### src/shared/alc_pkg.sv
// Package holding constants and types of the address lookup table.
package alc_pkg;
  localparam int ALC_HW_W = 48;
  localparam int ALC_NET_W = 32;
  localparam int ALC_WORD_W = 64;
  localparam int ALC_SLOTS = 8;
  localparam int ALC_FIFO_DEPTH = 16;
  localparam int ALC_SRC_LO_POS = 48;
  localparam int ALC_SRC_HI_POS = 0;
  localparam int ALC_DST_POS = 0;
  localparam logic ALC_VALID_RESET = 1'b0;

  // One table slot.
  typedef struct packed {
    logic [ALC_HW_W-1:0] hw_address;
    logic [ALC_NET_W-1:0] network_address_field;
    logic valid;
  } alc_address_pair_entry_s;

  typedef enum logic [1:0] {
    ALC_HDR_FIRST,
    ALC_HDR_SECOND,
    ALC_HDR_BODY
  } alc_hdr_e;
endpackage

### src/shared/alc_fifo_if.sv
// Interface carrying one side of a ready/valid word stream.
interface alc_fifo_if #(parameter int W = 64);
  logic valid;
  logic ready;
  logic [W-1:0] data;
  modport src (output valid, output data, input ready);
  modport snk (input valid, input data, output ready);
endinterface

### src/hw/alc_lookup_cam.sv
// Address lookup table with header address capture and a buffered word path.
module alc_lookup_cam
  import alc_pkg::*;
#(
  parameter int table_slot_count = ALC_SLOTS,
  parameter int FIFO_DEPTH = ALC_FIFO_DEPTH
) (
  // Clock and reset
  input wire logic clk_sys,
  input wire logic rst_n,
  // Write request
  input wire logic wr_req,
  input wire logic [ALC_HW_W-1:0] wr_hw_address,
  input wire logic [ALC_NET_W-1:0] wr_network_address,
  output logic wr_done,
  output logic wr_ok,
  // Clear request
  input wire logic clr_req,
  input wire logic [ALC_NET_W-1:0] removal_key,
  output logic clr_done,
  output logic clr_ok,
  // Lookup request
  input wire logic lk_req,
  input wire logic [ALC_NET_W-1:0] lookup_key,
  output logic lk_done,
  output logic [ALC_HW_W-1:0] lk_hw_address,
  output logic [ALC_NET_W-1:0] lk_network_address,
  output logic lk_valid,
  // Input word stream
  input wire logic in_valid,
  input wire logic in_last,
  input wire logic [ALC_WORD_W-1:0] input_word_stream,
  output logic in_ready,
  // Output word stream
  output logic out_valid,
  output logic out_last,
  output logic [ALC_WORD_W-1:0] output_word_stream,
  input wire logic out_ready,
  // Captured header addresses
  output logic [ALC_HW_W-1:0] dest_hw_address,
  output logic [ALC_HW_W-1:0] source_hw_address,
  output logic hdr_done
);
  localparam int IW = (table_slot_count > 1) ? $clog2(table_slot_count) : 1;

  alc_address_pair_entry_s slot_array [table_slot_count];

  logic [table_slot_count-1:0] free_vec;
  logic [table_slot_count-1:0] clr_hit_vec;
  logic [table_slot_count-1:0] lk_hit_vec;
  logic free_any;
  logic clr_any;
  logic lk_any;
  logic [IW-1:0] free_idx;
  logic [IW-1:0] clr_idx;
  logic [IW-1:0] lk_idx;

  always_comb
  begin
    for (int i = 0; i < table_slot_count; i++)
    begin
      free_vec[i] = !slot_array[i].valid;
      clr_hit_vec[i] = slot_array[i].valid &&
                       (slot_array[i].network_address_field == removal_key);
      lk_hit_vec[i] = slot_array[i].valid &&
                      (slot_array[i].network_address_field == lookup_key);
    end
  end

  // Priority encoders pick the lowest index; scanning downward leaves the lowest hit.
  always_comb
  begin
    free_any = 1'b0;
    clr_any = 1'b0;
    lk_any = 1'b0;
    free_idx = '0;
    clr_idx = '0;
    lk_idx = '0;
    for (int i = table_slot_count - 1; i >= 0; i--)
    begin
      if (free_vec[i])
      begin
        free_any = 1'b1;
        free_idx = IW'(i);
      end
      if (clr_hit_vec[i])
      begin
        clr_any = 1'b1;
        clr_idx = IW'(i);
      end
      if (lk_hit_vec[i])
      begin
        lk_any = 1'b1;
        lk_idx = IW'(i);
      end
    end
  end

  // Slot updates. All decisions use the table as it stood before this edge.
  always_ff @(posedge clk_sys or negedge rst_n)
  begin
    if (!rst_n)
    begin
      for (int i = 0; i < table_slot_count; i++)
      begin
        slot_array[i] <= '{hw_address: '0, network_address_field: '0,
                           valid: ALC_VALID_RESET};
      end
    end
    else
    begin
      if (clr_req && clr_any)
      begin
        slot_array[clr_idx].valid <= 1'b0;
      end
      if (wr_req && free_any)
      begin
        slot_array[free_idx] <= '{hw_address: wr_hw_address,
                                  network_address_field: wr_network_address,
                                  valid: 1'b1};
      end
    end
  end

  // Request answers, one cycle after the request.
  always_ff @(posedge clk_sys or negedge rst_n)
  begin
    if (!rst_n)
    begin
      wr_done <= 1'b0;
      wr_ok <= 1'b0;
      clr_done <= 1'b0;
      clr_ok <= 1'b0;
    end
    else
    begin
      wr_done <= wr_req;
      wr_ok <= wr_req && free_any;
      clr_done <= clr_req;
      clr_ok <= clr_req && clr_any;
    end
  end

  always_ff @(posedge clk_sys or negedge rst_n)
  begin
    if (!rst_n)
    begin
      lk_done <= 1'b0;
      lk_hw_address <= '0;
      lk_network_address <= '0;
      lk_valid <= 1'b0;
    end
    else
    begin
      lk_done <= lk_req;
      if (lk_req)
      begin
        if (lk_any)
        begin
          lk_hw_address <= slot_array[lk_idx].hw_address;
          lk_network_address <= slot_array[lk_idx].network_address_field;
          lk_valid <= 1'b1;
        end
        else
        begin
          lk_hw_address <= '0;
          lk_network_address <= '0;
          lk_valid <= 1'b0;
        end
      end
    end
  end

  // Word path: words enter a FIFO; header fields are taken as they are accepted.
  alc_fifo_if #(.W(ALC_WORD_W + 1)) fin ();
  alc_fifo_if #(.W(ALC_WORD_W + 1)) fout ();

  alc_fifo #(.W(ALC_WORD_W + 1), .DEPTH(FIFO_DEPTH)) u_fifo (
    .clk_sys(clk_sys),
    .rst_n(rst_n),
    .in_s(fin.snk),
    .out_s(fout.src)
  );

  logic in_take;
  alc_hdr_e hdr_q;

  assign fin.valid = in_valid;
  assign fin.data = {in_last, input_word_stream};
  assign in_ready = fin.ready;
  assign in_take = in_valid && fin.ready;

  assign out_valid = fout.valid;
  assign out_last = fout.data[ALC_WORD_W];
  assign output_word_stream = fout.data[ALC_WORD_W-1:0];
  assign fout.ready = out_ready;

  always_ff @(posedge clk_sys or negedge rst_n)
  begin
    if (!rst_n)
    begin
      hdr_q <= ALC_HDR_FIRST;
    end
    else if (in_take)
    begin
      unique case (hdr_q)
        ALC_HDR_FIRST:
          hdr_q <= in_last ? ALC_HDR_FIRST : ALC_HDR_SECOND;
        ALC_HDR_SECOND:
          hdr_q <= in_last ? ALC_HDR_FIRST : ALC_HDR_BODY;
        ALC_HDR_BODY:
          hdr_q <= in_last ? ALC_HDR_FIRST : ALC_HDR_BODY;
      endcase
    end
  end

  // Each header word is taken in its own cycle, so the stream is never read twice.
  always_ff @(posedge clk_sys or negedge rst_n)
  begin
    if (!rst_n)
    begin
      dest_hw_address <= '0;
      source_hw_address <= '0;
      hdr_done <= 1'b0;
    end
    else
    begin
      hdr_done <= 1'b0;
      if (in_take && hdr_q == ALC_HDR_FIRST)
      begin
        dest_hw_address <= input_word_stream[ALC_DST_POS +: ALC_HW_W];
        source_hw_address[15:0] <= input_word_stream[ALC_SRC_LO_POS +: 16];
      end
      if (in_take && hdr_q == ALC_HDR_SECOND)
      begin
        source_hw_address[47:16] <= input_word_stream[ALC_SRC_HI_POS +: 32];
        hdr_done <= 1'b1;
      end
    end
  end
endmodule

### src/hw/alc_fifo.sv
// Synchronous FIFO with ready/valid on both sides.
module alc_fifo #(
  parameter int W = 64,
  parameter int DEPTH = 16
) (
  // Clock and reset
  input wire logic clk_sys,
  input wire logic rst_n,
  // Ports
  alc_fifo_if.snk in_s,
  alc_fifo_if.src out_s
);
  localparam int AW = $clog2(DEPTH);
  logic [W-1:0] mem_q [DEPTH];
  logic [AW-1:0] wr_q;
  logic [AW-1:0] rd_q;
  logic [AW:0] cnt_q;
  logic push;
  logic pop;

  assign in_s.ready = (cnt_q != (AW+1)'(DEPTH));
  assign out_s.valid = (cnt_q != '0);
  assign out_s.data = mem_q[rd_q];
  assign push = in_s.valid && in_s.ready;
  assign pop = out_s.valid && out_s.ready;

  always_ff @(posedge clk_sys)
  begin
    if (push)
    begin
      mem_q[wr_q] <= in_s.data;
    end
  end

  always_ff @(posedge clk_sys or negedge rst_n)
  begin
    if (!rst_n)
    begin
      wr_q <= '0;
      rd_q <= '0;
      cnt_q <= '0;
    end
    else
    begin
      if (push)
      begin
        wr_q <= (wr_q == AW'(DEPTH-1)) ? '0 : wr_q + AW'(1);
      end
      if (pop)
      begin
        rd_q <= (rd_q == AW'(DEPTH-1)) ? '0 : rd_q + AW'(1);
      end
      cnt_q <= cnt_q + (AW+1)'(push) - (AW+1)'(pop);
    end
  end
endmodule

### config.mk
export PLATFORM = sky130hd
export DESIGN_NAME = alc_lookup_cam
export DESIGN_NICKNAME = d
export VERILOG_FILES = /design/src/shared/alc_pkg.sv /design/src/shared/alc_fifo_if.sv /design/src/hw/alc_lookup_cam.sv /design/src/hw/alc_fifo.sv
export SDC_FILE = /design/constraint.sdc
export NUM_CORES = 2
export LEC_CHECK = 0
export BUFFER_PORTS_ARGS = -buffer_cell sky130_fd_sc_hd__buf_2
export CAP_MARGIN = 5
export CORE_MARGIN = 2
export CORE_UTILIZATION = 30
export DETAILED_ROUTE_END_ITERATION = 8
export PLACE_DENSITY = 0.55
export SYNTH_ARGS = -nofsm -noshare
export SYNTH_HDL_FRONTEND = slang
export SYNTH_SLANG_ARGS = --single-unit
### constraint.sdc
create_clock -name clk_sys -period 11.8 [get_ports clk_sys]
set_clock_uncertainty 0.05 [all_clocks]
set_input_delay 1.18 -clock clk_sys [delete_from_list [all_inputs] [get_ports clk_sys]]
set_output_delay 1.18 -clock clk_sys [all_outputs]
set_load 0.05 [all_outputs]
==> results.cfg <==
[clock_network]
post_cts_hold_buffer_count = 0
tritoncts_num_sinks = 1886
cts_tree = done
clock_latency_ps = 880
cts_repair_resized_insts = 0
cts_inserted_buffers = 211
cts_max_level = 4
cts_post_setup_buffers_inserted = 0
clockRootBuffer = sky130_fd_sc_hd__clkbuf_16
ctsLongestPathBuffers = 4
clkSlewWorstSetupHoldPaths_ps = 60

[sta]
setup_viol_count_final = 0
rsz0062_at_grt = no
final_min_period_over_clock_period = 0.538
finalCriticalPeriod_ps = 6340
fmax_mhz = 158
maxSlewHeadroom = 0.229
finalHoldViolCount = 0
setup_total_negative_slack_ps = 0
final_max_slew_viol_count = 0
least_margin_pin_slew_ps = 1150

[die]
num_io_pins = 466
dieHeight_um = 529
die-area_um2 = 280000
die_width_um = 529
start_util = 0.302
num_rows = 192
placeableCoreArea_um2 = 274000

[drt]
via_count = 46400
routedWlPerCell_um = 29.3
antenna_left = 0
drt_wl_total_um = 267000
first_pass_iters = 5
detailed_route_drc_error_count = 0
drt_iter0_drc = 3683
detail_route.vias_per_cell = 5.10

[power_and_ir_drop]
ir_worst_vdd_mv = 0.139
power_leakage_uw = 0.0356
cellPowerDensity_nw_per_um2 = 258

[global_routing]
grt.overflow.total = 0
grt_antenna_before_repair = 48
gr-usage-all-layers = 0.187
largest_net_degree_at_the_start_of_global_routing = 149
global_route_wire_length_before_repair_um = 375000
vias_in_the_first_global_route = 47800

[place]
gpl.final_weighted_congestion = 1.00
hpwl_um = 173000
dp_cells = 8706
port_buffers = 465

[logic_synthesis]
synth_flop_cell = sky130_fd_sc_hd__edfxtp_1
synth_sequential_area_ratio = 0.633
netlist_area_um2 = 82700
synth.area.top_cells = sky130_fd_sc_hd__edfxtp_1, sky130_fd_sc_hd__dfrtp_1, sky130_fd_sc_hd__mux2_2
synth_cell_type_count = 64
syn_nets = 5112
synth.most_common_cell = sky130_fd_sc_hd__edfxtp_1
synth_top_family_by_area = multiplexers
ys_async_sr_fraction = 0.449
syn-instance-count = 4882
synth_compound_area_frac = 0.0304
ys_seq_elements = 1886
synth-edff-count = 1040
synth_area_per_cell_um2 = 16.9
simple_gate_portion_of_the_synthesized_area = 0.0269
synth_largest_type_area_fraction = 0.378
synth_fa_ha_area_frac = 0.00221
yosys.area.top_type = sky130_fd_sc_hd__edfxtp_1
yosys-mux-area-fraction = 0.228
synthesis.yosys.warnings = 0
leading_cell_types_by_count_after_synthesis = sky130_fd_sc_hd__edfxtp_1, sky130_fd_sc_hd__dfrtp_1, sky130_fd_sc_hd__mux2_2
yosys.area_share.xor_xnor = 0.0547

[hold_path]
min-delay-path-class = input port to async pin

[finish]
final_cell_count_no_fill = 9095
fill_cells = 26100
net_count_final = 5560
post_route_cells_drive_above_1_share = 0.386
syn2layout_area_growth_pct = 15.8

[job]
drv_cap = 0

[critical_path]
cp.arrival_ps = 7000
cp-end-kind = register
start_kind = input port
r2r_start = slot_array[336]
worstSetupPathType = input port to register
worstPathMaxFanout = 60
critical_path_required_ps = 12460
cp-startpoint = lookup_key[22]

[run_status]
outcome = complete, no violations
flip-flops by register name, indices dropped and copies added (netlist names):
register and flops:
source_hw_address 48, wr_ok 1, lk_hw_address 48, u_fifo.mem_q 1040, dest_hw_address 48, hdr_q 2
wr_done 1, clr_done 1, u_fifo.rd_q 4, lk_valid 1, u_fifo.cnt_q 5, u_fifo.wr_q 4
lk_done 1, lk_network_address 32, slot_array 648, hdr_done 1, clr_ok 1
per-layer routing:
layer	track usage	routed length, um	up-vias
met5	0	300	-
met4	0.0543	7630	48
met3	0.0361	15400	406
met2	0.306	127000	1368
met1	0.251	116000	25000
li1	-	-	19600
area by class of cell:
cell class / count / area (um2) / share of cell area
Clock inverter: 105 / 1010 / 0.0105
Inverter: 118 / 443 / 0.00462
Antenna cell: 11 / 27.5 / 0.000287
Clock buffer: 273 / 5820 / 0.0607
Sequential cell: 1886 / 52400 / 0.547
Timing Repair Buffer: 548 / 3040 / 0.0317
Multi-Input combinational cell: 2565 / 28600 / 0.298
Tap cell: 3589 / 4490 / 0.0469
cell usage in the layout, fill, tap and decap left out, types with 70 or more instances in the layout:
master | netlist | final
sky130_fd_sc_hd__buf_2 | 50 | 463
sky130_fd_sc_hd__buf_4 | 20 | 78
sky130_fd_sc_hd__clkbuf_16 | 0 | 216
sky130_fd_sc_hd__dfrtp_1 | 846 | 842
sky130_fd_sc_hd__edfxtp_1 | 1040 | 1040
sky130_fd_sc_hd__inv_1 | 116 | 116
sky130_fd_sc_hd__mux2_2 | 796 | 796
sky130_fd_sc_hd__mux2i_1 | 207 | 207
sky130_fd_sc_hd__mux4_2 | 326 | 326
sky130_fd_sc_hd__nand4_1 | 73 | 73
sky130_fd_sc_hd__nor2_1 | 113 | 101
sky130_fd_sc_hd__nor4_1 | 70 | 70
sky130_fd_sc_hd__xnor2_1 | 264 | 264
sky130_fd_sc_hd__xor2_1 | 253 | 253
through the flow:
stage	cell area, um2	setup WS, ps	util	hold WS [ps]	total power, uW
after floorplan	82700	4970	-	422	15400
after global placement	89000	4740	0.325	430	18300
after detailed placement	89000	4720	0.325	436	18400
after CTS	95800	5500	0.350	329	25000
after global routing	95800	5310	0.350	409	25800
final	95800	5460	0.350	341	24700
final timing paths:
kind                                    endpoint  slack, ps  cells past startpoint
setup reg to reg                lk_hw_address[6]       5560                     11
max in group asynchronous        slot_array[341]       9140                      3
hold reg to reg            source_hw_address[13]        450                      1
min in group clk_sys       source_hw_address[13]        450                      1
hold / removal                   slot_array[306]        340                      1
setup / recovery                lk_hw_address[6]       5460                     12
worst max-delay path: stages:
cell and delay, ps:
sky130_fd_sc_hd__buf_2 330, sky130_fd_sc_hd__xor2_1 120, sky130_fd_sc_hd__nor4_1 850, sky130_fd_sc_hd__nand4_1 430, sky130_fd_sc_hd__nor4_4 590, sky130_fd_sc_hd__nand2b_1 280
sky130_fd_sc_hd__o21a_4 490, sky130_fd_sc_hd__buf_4 860, sky130_fd_sc_hd__buf_4 910, sky130_fd_sc_hd__mux2_2 420, sky130_fd_sc_hd__o221ai_1 190, sky130_fd_sc_hd__o32ai_1 140
cell families after synthesis:
logic type	after synthesis
mux	1365
xor+xnor	517
compound gates	254
flops	1886
fa+ha+maj	14
simple gates	415
buf+inv	431
power breakdown:
part | internal [uW] | switching (uW) | total [uW]
sequential | 8510 | 1580 | 10100
clock | 3780 | 2730 | 6510
combinational | 3380 | 4740 | 8120
total | 15700 | 9050 | 24700
(Power assumes the default switching activity.)
